===== src/hw/clk_gate_pkg.sv =====
// Offsets, field positions, reset values and types for the unit clock gate control
package clk_gate_pkg;

  localparam logic [11:0] DEEP_GATE_OFF   = 12'h120;
  localparam logic [11:0] RUN_GATE_OFF    = 12'h100;
  localparam logic [11:0] SLEEP_GATE_OFF  = 12'h110;
  localparam logic [11:0] RUN_CFG_OFF     = 12'h060;
  localparam logic [11:0] INT_STAT_OFF    = 12'h1f0;
  localparam logic [11:0] INT_MASK_OFF    = 12'h1f4;

  localparam logic [31:0] GATE_RESET      = 32'h00000040;
  localparam logic [31:0] RUN_CFG_RESET   = 32'h00000000;
  localparam logic [31:0] INT_RESET       = 32'h00000000;

  localparam int PWM_BIT         = 20;
  localparam int HIBERNATION_BIT = 6;
  localparam int WATCHDOG_BIT    = 3;
  localparam int AUTO_BIT        = 27;

  // Writable bits of every gating register; all others read zero
  localparam logic [31:0] GATE_MASK = 32'h00100048;
  localparam logic [31:0] CFG_MASK  = 32'h08000000;

  // Interrupt status bits
  localparam int EV_PWM_FAULT         = 0;
  localparam int EV_HIBERNATION_FAULT = 1;
  localparam int EV_WATCHDOG_FAULT    = 2;
  localparam int EV_BUS_ERR           = 3;
  localparam int NUM_EV               = 4;

  localparam int NUM_UNITS = 3;

  typedef enum logic [1:0] {
    PWR_RUN,
    PWR_SLEEP,
    PWR_DEEP
  } pwr_mode_t;

  typedef enum logic [1:0] {
    PH_IDLE,
    PH_ERR1,
    PH_ERR2
  } err_phase_t;

endpackage


===== src/hw/unit_access_guard.sv =====
// Per-unit fault check on accesses to gated peripherals
`timescale 1ns/100ps
module unit_access_guard #(
  parameter int N = 3
) (
  // Clock and reset
  input  wire logic         hclk,
  input  wire logic         hresetn,
  // Unit access requests and clock enables
  input  wire logic [N-1:0] unit_req,
  input  wire logic [N-1:0] unit_clk_en,
  // Fault answers
  output logic      [N-1:0] unit_fault
);

  typedef struct packed {
    logic [N-1:0] fault;
  } guard_state_t;

  guard_state_t st_r;
  guard_state_t st_nxt;

  // Elaboration refuses an empty unit list
  if (N < 1) begin : g_bad_n
    $error("unit_access_guard needs at least one unit");
  end

  always_comb begin
    st_nxt = st_r;
    for (int i = 0; i < N; i++) begin
      st_nxt.fault[i] = unit_req[i] & ~unit_clk_en[i];
    end
  end

  always_ff @(posedge hclk or negedge hresetn) begin
    if (!hresetn) begin
      st_r <= '0;
    end else begin
      st_r <= st_nxt;
    end
  end

  assign unit_fault = st_r.fault;

endmodule


===== src/hw/clk_gate_ctrl.sv =====
// Unit clock gate control registers with AHB-Lite slave and interrupt
// How it works
// - Deep-sleep gating register at 0x120, resets to 0x00000040.
// - Bit 20 clocks the pulse-width modulator in deep-sleep; resets zero.
// - Bit 6 clocks the hibernation module in deep-sleep; resets one.
// - Bit 3 clocks the watchdog in deep-sleep; resets zero.
// - Access to a unit whose clock is gated off answers with a bus fault.
// - All other bits are read-only zero; software preserves them.
// - Run, sleep and deep-sleep each use their own gating register.
// - Sleep and deep-sleep registers apply only with auto gating select set.
`timescale 1ns/100ps
module clk_gate_ctrl
  import clk_gate_pkg::*;
(
  // Clock and reset
  input  wire logic        hclk,
  input  wire logic        hresetn,
  // AHB-Lite slave
  input  wire logic        hsel,
  input  wire logic [11:0] haddr,
  input  wire logic [1:0]  htrans,
  input  wire logic        hwrite,
  input  wire logic [2:0]  hsize,
  input  wire logic [31:0] hwdata,
  input  wire logic        hready,
  output logic             hreadyout,
  output logic             hresp,
  output logic [31:0]      hrdata,
  // Power state from the sleep controller
  input  wire clk_gate_pkg::pwr_mode_t pwr_mode,
  // Unit access requests: pulse-width modulator, hibernation, watchdog
  input  wire logic [clk_gate_pkg::NUM_UNITS-1:0] unit_req,
  // Unit clock enables and fault answers
  output logic [clk_gate_pkg::NUM_UNITS-1:0] unit_clk_en,
  output logic [clk_gate_pkg::NUM_UNITS-1:0] unit_fault,
  // Interrupt
  output logic             irq
);

  import clk_gate_pkg::*;

  typedef struct packed {
    logic [31:0] run_gate;
    logic [31:0] sleep_gate;
    logic [31:0] deep_gate;
    logic [31:0] run_cfg;
    logic [NUM_EV-1:0] int_stat;
    logic [NUM_EV-1:0] int_mask;
    logic [NUM_UNITS-1:0] clk_en;
    logic        wr_pend;
    logic [11:0] wr_addr;
    logic [31:0] rdata;
    err_phase_t  err;
  } ctrl_state_t;

  ctrl_state_t st_r;
  ctrl_state_t st_nxt;

  logic        acc;
  logic        mapped;
  logic        bad_size;
  logic [31:0] sel_gate;
  logic [31:0] wmask;
  logic [NUM_EV-1:0] ev;
  logic [NUM_UNITS-1:0] fault_w;

  unit_access_guard #(
    .N (NUM_UNITS)
  ) u_guard (
    .hclk        (hclk),
    .hresetn     (hresetn),
    .unit_req    (unit_req),
    .unit_clk_en (st_r.clk_en),
    .unit_fault  (fault_w)
  );

  assign acc      = hsel & hready & htrans[1];
  assign mapped   = (haddr == RUN_GATE_OFF) || (haddr == SLEEP_GATE_OFF) ||
                    (haddr == DEEP_GATE_OFF) || (haddr == RUN_CFG_OFF) ||
                    (haddr == INT_STAT_OFF) || (haddr == INT_MASK_OFF);
  // Only whole aligned words; anything else is an error, not a partial write
  assign bad_size = (hsize != 3'b010) || (haddr[1:0] != 2'b00);

  always_comb begin
    wmask = '0;
    unique case (st_r.wr_addr)
      RUN_GATE_OFF, SLEEP_GATE_OFF, DEEP_GATE_OFF: wmask = GATE_MASK;
      RUN_CFG_OFF: wmask = CFG_MASK;
      default: wmask = '0;
    endcase
  end

  // Select the governing register for the current power state
  always_comb begin
    sel_gate = st_r.run_gate;
    if (st_r.run_cfg[AUTO_BIT]) begin
      unique case (pwr_mode)
        PWR_RUN:   sel_gate = st_r.run_gate;
        PWR_SLEEP: sel_gate = st_r.sleep_gate;
        PWR_DEEP:  sel_gate = st_r.deep_gate;
        default:   sel_gate = st_r.run_gate;
      endcase
    end else begin
      sel_gate = st_r.run_gate;
    end
  end

  always_comb begin
    ev = '0;
    ev[EV_PWM_FAULT] = fault_w[0];
    ev[EV_HIBERNATION_FAULT] = fault_w[1];
    ev[EV_WATCHDOG_FAULT]    = fault_w[2];
    ev[EV_BUS_ERR]   = (st_r.err == PH_ERR1);
  end

  always_comb begin
    st_nxt = st_r;
    st_nxt.clk_en[0] = sel_gate[PWM_BIT];
    st_nxt.clk_en[1] = sel_gate[HIBERNATION_BIT];
    st_nxt.clk_en[2] = sel_gate[WATCHDOG_BIT];
    unique case (st_r.err)
      PH_ERR1: st_nxt.err = PH_ERR2;
      PH_ERR2: st_nxt.err = PH_IDLE;
      default: st_nxt.err = PH_IDLE;
    endcase
    st_nxt.wr_pend = 1'b0;
    // Data phase of a write lands here
    if (st_r.wr_pend) begin
      unique case (st_r.wr_addr)
        RUN_GATE_OFF:   st_nxt.run_gate   = hwdata & wmask;
        SLEEP_GATE_OFF: st_nxt.sleep_gate = hwdata & wmask;
        DEEP_GATE_OFF:  st_nxt.deep_gate  = hwdata & wmask;
        RUN_CFG_OFF:    st_nxt.run_cfg    = hwdata & wmask;
        INT_MASK_OFF:   st_nxt.int_mask   = hwdata[NUM_EV-1:0];
        INT_STAT_OFF:   st_nxt.int_stat   = st_r.int_stat & ~hwdata[NUM_EV-1:0];
        default:        st_nxt.run_cfg    = st_r.run_cfg;
      endcase
    end
    // New events win over a same-cycle clear
    st_nxt.int_stat = st_nxt.int_stat | ev;
    // Second error cycle shows hready high, so an address phase taken then is served
    if (acc && st_r.err != PH_ERR1) begin
      if (!mapped || bad_size) begin
        st_nxt.err = PH_ERR1;
      end else if (hwrite) begin
        st_nxt.wr_pend = 1'b1;
        st_nxt.wr_addr = haddr;
      end else begin
        unique case (haddr)
          RUN_GATE_OFF:   st_nxt.rdata = st_r.run_gate;
          SLEEP_GATE_OFF: st_nxt.rdata = st_r.sleep_gate;
          DEEP_GATE_OFF:  st_nxt.rdata = st_r.deep_gate;
          RUN_CFG_OFF:    st_nxt.rdata = st_r.run_cfg;
          INT_STAT_OFF:   st_nxt.rdata = {{(32-NUM_EV){1'b0}}, st_r.int_stat};
          INT_MASK_OFF:   st_nxt.rdata = {{(32-NUM_EV){1'b0}}, st_r.int_mask};
          default:        st_nxt.rdata = '0;
        endcase
      end
    end
  end

  always_ff @(posedge hclk or negedge hresetn) begin
    if (!hresetn) begin
      st_r.run_gate   <= GATE_RESET;
      st_r.sleep_gate <= GATE_RESET;
      st_r.deep_gate  <= GATE_RESET;
      st_r.run_cfg    <= RUN_CFG_RESET;
      st_r.int_stat   <= INT_RESET[NUM_EV-1:0];
      st_r.int_mask   <= INT_RESET[NUM_EV-1:0];
      st_r.clk_en     <= {GATE_RESET[WATCHDOG_BIT], GATE_RESET[HIBERNATION_BIT],
                          GATE_RESET[PWM_BIT]};
      st_r.wr_pend    <= 1'b0;
      st_r.wr_addr    <= '0;
      st_r.rdata      <= '0;
      st_r.err        <= PH_IDLE;
    end else begin
      st_r <= st_nxt;
    end
  end

  // Two-cycle error answer as the bus requires
  assign hreadyout   = (st_r.err != PH_ERR1);
  assign hresp       = (st_r.err != PH_IDLE);
  assign hrdata      = st_r.rdata;
  assign unit_clk_en = st_r.clk_en;
  assign unit_fault  = fault_w;
  assign irq         = |(st_r.int_stat & st_r.int_mask);

endmodule


===== config.mk =====
export PLATFORM = sky130hd
export DESIGN_NAME = clk_gate_ctrl
export DESIGN_NICKNAME = d
export VERILOG_FILES = /design/src/hw/clk_gate_pkg.sv /design/src/hw/unit_access_guard.sv /design/src/hw/clk_gate_ctrl.sv
export SDC_FILE = /design/constraint.sdc
export NUM_CORES = 1
export LEC_CHECK = 0
export ABC_AREA = 1
export BUFFER_PORTS_ARGS = -buffer_cell sky130_fd_sc_hd__buf_4
export CORE_UTILIZATION = 30
export DETAILED_ROUTE_END_ITERATION = 10
export GPL_ROUTABILITY_DRIVEN = 0
export HOLD_SLACK_MARGIN = 0.08
export SLEW_MARGIN = 20
export SYNTH_ARGS = -nofsm -noshare
export SYNTH_HDL_FRONTEND = slang
export SYNTH_SLANG_ARGS = --single-unit

===== constraint.sdc =====
create_clock -name hclk -period 1.8 [get_ports hclk]
set_input_delay 0.36 -clock hclk [delete_from_list [all_inputs] [get_ports hclk]]
set_output_delay 0.36 -clock hclk [all_outputs]
set_load 0.01 [all_outputs]

======== Yosys cells after proc, flatten, opt, wreduce, memory -nomap -nowiden ========
Index checks and enable logic that the tools add are counted.
word-level totals
  register bits ........................... 189
  input bits .............................. 59
operators by class
  eq/ne operators ......................... 17
  multiplexer cells ....................... 13
  bitwise operators ....................... 15
  reduce and logical (&&, ||, !) cells .... 20
operators by type and width
  cell                                                   count
  case mux 32 bit (6 select lines)                       1
  equality test 12 x 9 -> 1 bit (second input constant)  10
  case mux 28 bit (2 select lines)                       1
  2-to-1 mux 47 bit                                      1
  2-to-1 mux 45 bit                                      1
  case mux 21 bit (2 select lines)                       1
  AND 32 bit                                             1
  2-to-1 mux 32 bit                                      1
  equality test 12 x 7 -> 1 bit (second input constant)  2
  2-to-1 mux 21 bit                                      1
  2-to-1 mux 13 bit                                      1
  AND reduction 2 bit                                    5
  AND 4 bit                                              2
  2-to-1 mux 4 bit                                       2
  2-to-1 mux 8 bit                                       1
  logical OR 1 bit                                       7
  AND reduction 3 bit                                    2
  AND 1 bit                                              5
  inverter 1 bit                                         5
  equality test 2 x 1 -> 1 bit (second input constant)   2
  2-to-1 mux 2 bit                                       2
  inverter 4 bit                                         1
  bitwise OR 4 bit                                       1
  nonzero test 2 bit                                     2
  7 further kinds                                        7

======== Logic depth before layout (Yosys ltp) ========
Gate-level depths: netlist (run 1).
  depth in word-level cells ............... 10
  depth in mapped cells ................... 12
  mapped depth without buffers ............ 11

======== Hierarchy ========
Synthesis (run 1) repeated with hierarchy kept, for this count alone.
unflattened totals
  cell total of the unflattened synthesis .. 359
  area total of the unflattened synthesis .. 2899.0 sq um
by module, submodules not included
  module             times used  cells an instance  area an instance (sq um)  sequential area each (sq um)
  clk_gate_ctrl      1           350                2793.9                    1231.2
  unit_access_guard  1           9                  105.1                     75.1

======== Least setup slack after synthesis (run 1) ========
Ideal clock, no wire load.
  kind .................................... input-to-reg
  start ................................... in haddr[3]
  end ..................................... reg st_r[40] (netlist name)
  setup time .............................. 0.117 ns
  arrival time ............................ 1.327 ns
  required time ........................... 1.683 ns
  setup slack ............................. 0.356 ns
  stages .................................. 11
  cells stage by stage .................... nor2_1 > nand2_2 > nor2_8 > nand2_1 > nand2_2 > nor2_2 > nor2_4 > nand2_4 > buf_6 > nand2_1 > nand2_1
between the ends
  longest elaborated chain between the ends .. 10
  elaborated cells on any way between the ends .. 15
  classes of those cells .................. eq/ne (6); bitwise (1); reduce/logical (8)
RTL lines
  what                                    line                  RTL
  start: declaration                      clk_gate_ctrl.sv:20   input wire logic [11:0] haddr,
  equality test 12 x 9 -> 1 bit           clk_gate_ctrl.sv:78   assign mapped = (haddr == RUN_GATE_OFF) || (haddr == SLEEP_GATE_OFF) ||
  logical OR 1 bit (2 in series)          clk_gate_ctrl.sv:78
  logical OR 1 bit (2 in series)          clk_gate_ctrl.sv:79   (haddr == DEEP_GATE_OFF) || (haddr == RUN_CFG_OFF) ||
  logical OR 1 bit *                      clk_gate_ctrl.sv:80   (haddr == INT_STAT_OFF) || (haddr == INT_MASK_OFF);
  zero test 1 bit *                       clk_gate_ctrl.sv:143  if (!mapped || bad_size) begin
  logical OR 1 bit *                      clk_gate_ctrl.sv:143
  inverter 1 bit (no source line) *       --
  AND reduction 3 bit (no source line) *  --
  end signal: assignment                  clk_gate_ctrl.sv:177  st_r <= st_nxt;
  end: declaration                        clk_gate_ctrl.sv:56   ctrl_state_t st_r;
Mark *: on every way between the ends. The rest lies on a longest branch, timed or not.
A chain may end at the register's enable or synchronous reset.

======== Final worst setup path (run 1) ========
  start ................................... reg st_r[41] (netlist name)
  end ..................................... reg st_r[85] (netlist name)
between the ends
  longest elaborated chain between the ends .. 4
  elaborated cells on any way between the ends .. 8
  classes of those cells .................. eq/ne (4); mux (1); bitwise (1); reduce/logical (2)
RTL lines
  what                              line                  RTL
  equality test 12 x 9 -> 1 bit     clk_gate_ctrl.sv:86   unique case (st_r.wr_addr)
  OR reduction 3 bit                clk_gate_ctrl.sv:86
  case mux 28 bit (2 select lines)  clk_gate_ctrl.sv:86
  AND 32 bit                        clk_gate_ctrl.sv:133  RUN_CFG_OFF: st_nxt.run_cfg = hwdata & wmask;
Several ways; a longest one is shown, not always the timed one.

==> flow_metrics.env, run 1 <==
export IMPL_status="complete, no violations"
export IMPL_crit_type="flop to flop"
export IMPL_finalSetupViolCount=0
export IMPL_setup_worst_path_start="st_r[41]$_DFFE_PN0P_"
export IMPL_cts_hold_buffers=0
export IMPL_syn_inst=370
export IMPL_arrival_ns=1.76
export IMPL_path_max_fanout=4
export IMPL_leakagePower_nw=1.94
export IMPL_drv_cap=0
export IMPL_avgSynthCellArea_um2=7.76
export IMPL_firstDrtPassIters=4
export IMPL_fin_crit_sh_pct=87.2
export IMPL_slowest_delay_ns=0.42
export IMPL_vias=2305
export IMPL_die_w_um=99.8
export IMPL_dieArea_mm2=0.00997
export IMPL_fin_cells=550
export IMPL_drive_gt1_share_pct=21.1
export IMPL_worstPathRequired_ns=1.99
export IMPL_startpoint_type="flop"
export IMPL_syn_to_final_growth_pct=17.8
export IMPL_antenna_left=0
export IMPL_n_antenna_cell=0
export IMPL_clock_sinks=52
export IMPL_clk_pin_slew_ns=0.10
export IMPL_crit_chain="or2_2 -> nor4_1 -> nand2_1 -> nand2_1 -> nand2_1"
export IMPL_peakVddDrop_uv=324
export IMPL_drc_errors=0
export IMPL_hold_violations=0
export IMPL_ff2ff_setup_slack_ns=0.23
export IMPL_slew_violations=0
export IMPL_yosysWarnings=0
export IMPL_wirelength_mm=5.94
export IMPL_crit_path_frequent_cell="nand2_1"
export IMPL_worst_pin_slew_ns=0.647
export IMPL_portBuffers=48
export IMPL_grt_use_total_pct=13.1
export IMPL_core_mm2=0.00924
export IMPL_final_cell_mix="nand2_1, buf_4, inv_1"
export IMPL_cts_setup_buffers=0
export IMPL_grt_max_degree=53
export IMPL_ys_types=29
export IMPL_rr_worst_depth=5
export IMPL_hp_class="input pin to asynchronous set/reset pin"
export IMPL_finalSetupTns_ns=0
export IMPL_syn_cell_area_mm2=0.00287
export IMPL_cts_htree_levels=2
export IMPL_ios=100
export IMPL_final_common_cell="nand2_1"
export IMPL_clockBufferDepth=2
export IMPL_cts_tree="built"
export IMPL_rows=35
export IMPL_numCtsBuffers=5
export IMPL_yosys_register_bits=52
export IMPL_final_core_util_pct=36.6
export IMPL_layout_nets=481
export IMPL_grt_pass1_wl_mm=10.4
export IMPL_wl_per_cell_um=10.8
export IMPL_cts_root_buf="clkbuf_8"
export IMPL_slew_headroom_pct=56.8
export IMPL_fmax_mhz=637
export IMPL_clock_latency_ns=0.30
export IMPL_dp_hpwl_mm=4.75
export IMPL_antenna_found_initial=0
export IMPL_end_kind="flop"
export IMPL_ys_seq_area_share_pct=45.5
export IMPL_fillers=969
export IMPL_grt_overflow=0
export IMPL_die_h_um=99.8
export IMPL_initial_utilization_pct=31.1
export IMPL_fin_worst_skew_ns=0.0115
export IMPL_avgViaCountPerCell=4.19
export IMPL_endpoint="st_r[85]$_DFFE_PN0P_"
export IMPL_timing_rr_start="st_r[41]$_DFFE_PN0P_"
export IMPL_p_per_area_mw_per_mm2=658
export IMPL_cp_slowest_cell="dfrtp_1"
export IMPL_grt_setup_unrepaired="false"
export IMPL_place_inst=542
export IMPL_r2r_end="st_r[85]$_DFFE_PN0P_"
export IMPL_grt_pass1_vias=2302
export IMPL_cts_resized=0
export IMPL_drt_iter0_drc=95
export IMPL_layout_min_cycle_time_ns=1.57
-- state kept, by name, indices dropped and copies added, names as in the netlist --
signal	cells
st_r	39
hrdata	7
u_guard.unit_fault	3
unit_clk_en	3
-- layer usage --
layer,up-vias,part of all wire (%),track usage (%)
met5,-,0,0
met4,0,1.1,3.96
met3,6,3.8,2.51
met2,54,49,23.0
met1,1048,46,16.4
li1,1197,-,-
-- cells by family after synthesis --
kind of cell | after synthesis | synth area share, %
AOI/OAI and AO/OA | 25 | 4.84
adders and majority gates | 2 | 0.871
buffers and inverters | 94 | 17.6
DFF | 52 | 45.5
other | 1 | 0.131
and+or+nand+nor | 196 | 31.1
-- metrics by stage --
step	area, um2	setup WS, ns	power (mW)	hold slack [ns]
after floorplan	2960	0.356	1.35	0.0644
after global placement	3260	0.112	1.42	0.418
after detailed placement	3260	0.0934	1.43	0.419
after CTS	3380	0.181	2.26	0.0995
after global routing	3380	0.0809	2.34	0.144
final	3380	0.230	2.23	0.0836
-- synthesized netlist by cell type --
master | instances | share of area [%]
nor2_4 | 1 | 0.39
buf_4 | 36 | 9.4
nand3_1 | 35 | 6.1
nor4_1 | 1 | 0.22
or2_2 | 2 | 0.44
a221oi_1 | 3 | 0.92
ha_1 | 2 | 0.87
inv_2 | 4 | 0.52
and2_1 | 4 | 0.87
buf_6 | 2 | 0.78
nor2_2 | 5 | 1.1
nand2_1 | 97 | 13
nand2_2 | 4 | 0.87
nand3_2 | 1 | 0.35
o21a_1 | 1 | 0.26
nand2_4 | 1 | 0.39
a21oi_1 | 3 | 0.52
inv_1 | 51 | 6.7
nor3_1 | 2 | 0.35
dfstp_2 | 4 | 3.7
o21ai_0 | 18 | 3.1
buf_2 | 1 | 0.17
nor2_8 | 1 | 0.70
dfrtp_1 | 48 | 42
conb_1 | 1 | 0.13
nor3b_1 | 1 | 0.26
nor2_1 | 30 | 3.9
nand4_1 | 9 | 2.0
nand3b_1 | 2 | 0.52
-- how the worst min path moves through the flow --
stage | from | endpoint | cells past startpoint
floorplan | hresetn | hrdata[0]$_DFFE_PN0P_ | 0
global route | hresetn | hrdata[2]$_DFFE_PN0P_ | 1
global placement | unit_clk_en[0]$_DFF_PN0_ | u_guard.unit_fault[0]$_DFF_PN0_ | 1
CTS | hresetn | st_r[36]$_DFFE_PN0P_ | 1
finish | hresetn | st_r[34]$_DFFE_PN0P_ | 1
detailed placement | unit_clk_en[0]$_DFF_PN0_ | u_guard.unit_fault[0]$_DFF_PN0_ | 1
-- power breakdown --
group | internal (mW) | leakage, nW | switching (mW)
combinational | 0.0855 | 1.27 | 0.125
clock | 0.455 | 0.0614 | 0.373
sequential | 1.18 | 0.614 | 0.00676
-- worst max-delay path, delay by kind of cell (launching register included) --
kind	cells	cell delay (ns)
AND/OR/NAND/NOR	5	1.03
flip-flops	1	0.42
-- layout make-up --
cell class | instances | area [um2] | area share (%)
repair buffers | 58 | 435 | 12.9
clock inverters | 2 | 38.8 | 1.15
well taps | 129 | 161 | 4.77
flip-flops and latches | 52 | 1310 | 38.6
inverters | 55 | 206 | 6.10
multi-input cells | 248 | 1150 | 34.0
clock buffers | 6 | 82.6 | 2.44
Power figures use the tool's default switching activity.
==> inputs of run 2 (changes only) <==
--- a/config.mk
+++ b/config.mk
@@ -5,7 +5,6 @@
 export SDC_FILE = /design/constraint.sdc
 export NUM_CORES = 1
 export LEC_CHECK = 0
-export ABC_AREA = 1
 export BUFFER_PORTS_ARGS = -buffer_cell sky130_fd_sc_hd__buf_4
 export CORE_UTILIZATION = 30
 export DETAILED_ROUTE_END_ITERATION = 10
==> run 2 against run 1 <==
  * The flow now finishes with violations (negative setup slack)
  * Register-to-register slack worse by 0.35 ns
  * Synthesized area down 11%
  * Maximum frequency down 18%
  * Sequential power about the same
  * Cell area down 2.1%
  * Worst hold slack about the same
  * Largest cell class unchanged
==> flow_metrics.env, run 2 <==
export IMPL_yosysTopAreaCellShare_pct=46.9
export IMPL_hp_class="input pin to asynchronous set/reset pin"
export IMPL_timing_rr_start="st_r[44]$_DFFE_PN0P_"
export IMPL_startpoint_type="flop"
export IMPL_final_common_cell="buf_4"
export IMPL_grt_setup_unrepaired="true"
export IMPL_rows=33
export IMPL_leakagePower_nw=1.64
export IMPL_synth_edf_count=0
export IMPL_worst_pin_slew_ns=0.664
export IMPL_ios=100
export IMPL_fmax_mhz=520
export IMPL_p_per_area_mw_per_mm2=641
export IMPL_syn_to_final_growth_pct=29.3
export IMPL_grt_overflow=0
export IMPL_n_antenna_cell=0
export IMPL_grt_use_total_pct=12.8
export IMPL_crit_type="flop to flop"
export IMPL_avgViaCountPerCell=4.52
export IMPL_layout_min_cycle_time_ns=1.92
export IMPL_slew_headroom_pct=55.8
export IMPL_firstDrtPassIters=4
export IMPL_switching_share_pct=23.4
export IMPL_fin_crit_sh_pct=107
export IMPL_synthTopCellsByArea="dfrtp_1, buf_4, mux2_1, mux2_2, dfstp_2"
export IMPL_ys_types=35
export IMPL_drc_errors=0
export IMPL_drive_gt1_share_pct=41.5
export IMPL_status="complete, but fails checks"
export IMPL_cts_htree_levels=2
export IMPL_p_int_mw=1.62
export IMPL_p_sw_mw=0.496
export IMPL_dp_hpwl_mm=4.13
export IMPL_grt_pass1_vias=1773
export IMPL_share_seq_of_total_power_pct=57.2
export IMPL_yosys_register_bits=52
export IMPL_avgSynthCellArea_um2=11.6
export IMPL_clockBufferDepth=2
export IMPL_dominantRegCellSynth="dfrtp_1"
export IMPL_clk_pin_slew_ns=0.09
export IMPL_syn_cell_area_mm2=0.00256
export IMPL_drv_cap=0
export IMPL_synthArstFlopShare_pct=100
export IMPL_fin_ws_ns=-0.123
export IMPL_r2r_end="st_r[93]$_DFFE_PN0P_"
export IMPL_wl_per_cell_um=13.9
export IMPL_antenna_found_initial=0
export IMPL_final_core_util_pct=40.3
export IMPL_final_cell_mix="buf_4, dfrtp_1, conb_1"
export IMPL_arrival_ns=2.11
export IMPL_clock_latency_ns=0.30
export IMPL_worstPathRequired_ns=1.98
export IMPL_yosysMostFrequentCell="dfrtp_1"
export IMPL_endpoint="st_r[93]$_DFFE_PN0P_"
export IMPL_grt_max_degree=53
export IMPL_initial_utilization_pct=31.2
export IMPL_peakVddDrop_uv=402
export IMPL_syn_inst=220
export IMPL_core_mm2=0.00822
export IMPL_layout_nets=349
export IMPL_whs_ns=0.0835
export IMPL_portBuffers=48
export IMPL_drt_iter0_drc=54
export IMPL_cts_root_buf="clkbuf_8"
export IMPL_numCtsBuffers=5
export IMPL_setup_worst_path_start="st_r[44]$_DFFE_PN0P_"
export IMPL_path_max_fanout=4
export IMPL_finalSetupTns_ns=-1.29
export IMPL_rr_worst_depth=5
export IMPL_slew_violations=0
export IMPL_cts_hold_buffers=0
export IMPL_power_frac_clock_pct=32.1
export IMPL_ys_seq_area_share_pct=51.0
export IMPL_violations="negative setup slack"
export IMPL_dieArea_mm2=0.00891
export IMPL_cts_tree="built"
export IMPL_p_comb_share_pct=10.7
export IMPL_finalSetupViolCount=18
export IMPL_hold_violations=0
export IMPL_ff2ff_setup_slack_ns=-0.12
export IMPL_vias=1781
export IMPL_wirelength_mm=5.46
export IMPL_synth_commonest_cells="dfrtp_1, buf_4, mux2_1"
export IMPL_die_h_um=94.4
export IMPL_synth_largest_area_cell="dfrtp_1"
export IMPL_antenna_left=0
export IMPL_die_w_um=94.4
export IMPL_end_kind="flop"
export IMPL_clock_sinks=52
export IMPL_grt_pass1_wl_mm=8.74
export IMPL_fin_worst_skew_ns=0.0114
export IMPL_regMostFlops="st_r"
export IMPL_largest_register_ff_count=39
export IMPL_yosysWarnings=0
[run 2: worst min path at each step]
| stage | to | slack [ns] | startpoint | cells after the start |
|---|---|---|---|---|
| floorplan | hrdata[0]$_DFFE_PN0P_ | 0.06 | hresetn | 0 |
| global placement | u_guard.unit_fault[2]$_DFF_PN0_ | 0.42 | unit_clk_en[2]$_DFF_PN0_ | 1 |
| detailed placement | u_guard.unit_fault[2]$_DFF_PN0_ | 0.43 | unit_clk_en[2]$_DFF_PN0_ | 1 |
| CTS | st_r[142]$_DFFE_PN0P_ | 0.11 | hresetn | 1 |
| global route | st_r[110]$_DFFE_PN0P_ | 0.13 | hresetn | 1 |
| finish | st_r[42]$_DFFE_PN0P_ | 0.08 | hresetn | 1 |
[run 2: cell families (layout without fill, tap and decap cells)]
logic type	Yosys count	after routing	synth area share (%)
buf+inv	41	86	11.5
fa+ha+maj	2	2	0.977
mux	35	35	15.0
other cells	1	25	0.146
simple gates	66	66	15.0
compound gates	23	23	6.35
flops	52	52	51.0
[run 2: critical path, stage by stage (launching register included)]
cell,delay [ns]
dfrtp_1,0.39
or4b_4,0.58
nor4_4,0.25
nand4b_1,0.14
buf_4,0.18
mux2_2,0.27
[run 2: repair_timing]
item / 4_1_cts / 5_1_grt
buffers inserted: 1 / 4
setup endpoints to repair: 32 / 31
gates resized for setup: 17 / 9
pin swaps: 3 / 1
[run 2: area by class of cell]
type,count,area (um2)
fillers,793,4910
flip-flops and latches,52,1310
multi-input cells,151,1170
repair buffers,75,602
well taps,105,131
clock buffers,8,90.1
inverters,3,11.3
[run 2: power by group through the flow]
stage / registers [mW] / clock network, mW / logic [mW]
floorplan: 1.23 / 0 / 0.140
global placement: 1.24 / 0 / 0.223
detailed placement: 1.24 / 0 / 0.224
CTS: 1.21 / 0.693 / 0.228
global route: 1.22 / 0.746 / 0.255
finish: 1.21 / 0.681 / 0.228
[run 2: metrics by stage]
step	setup WS [ns]	std cells	power (mW)	cell area [um2]
after floorplan	-0.244	244	1.37	2700
after global placement	-0.330	381	1.46	3070
after detailed placement	-0.350	381	1.46	3070
after CTS	-0.121	390	2.13	3240
after global routing	-0.185	394	2.22	3310
final	-0.123	394	2.12	3310
[run 2: per-layer routing]
layer	global-route usage (%)	vias up	routed length [um]	part of all wire [%]
met3	3.06	7	301	5.5
met5	0	-	0	0
li1	-	841	-	-
met2	20.9	56	2580	47
met1	17.2	877	2520	46
met4	3.21	0	59	1.1
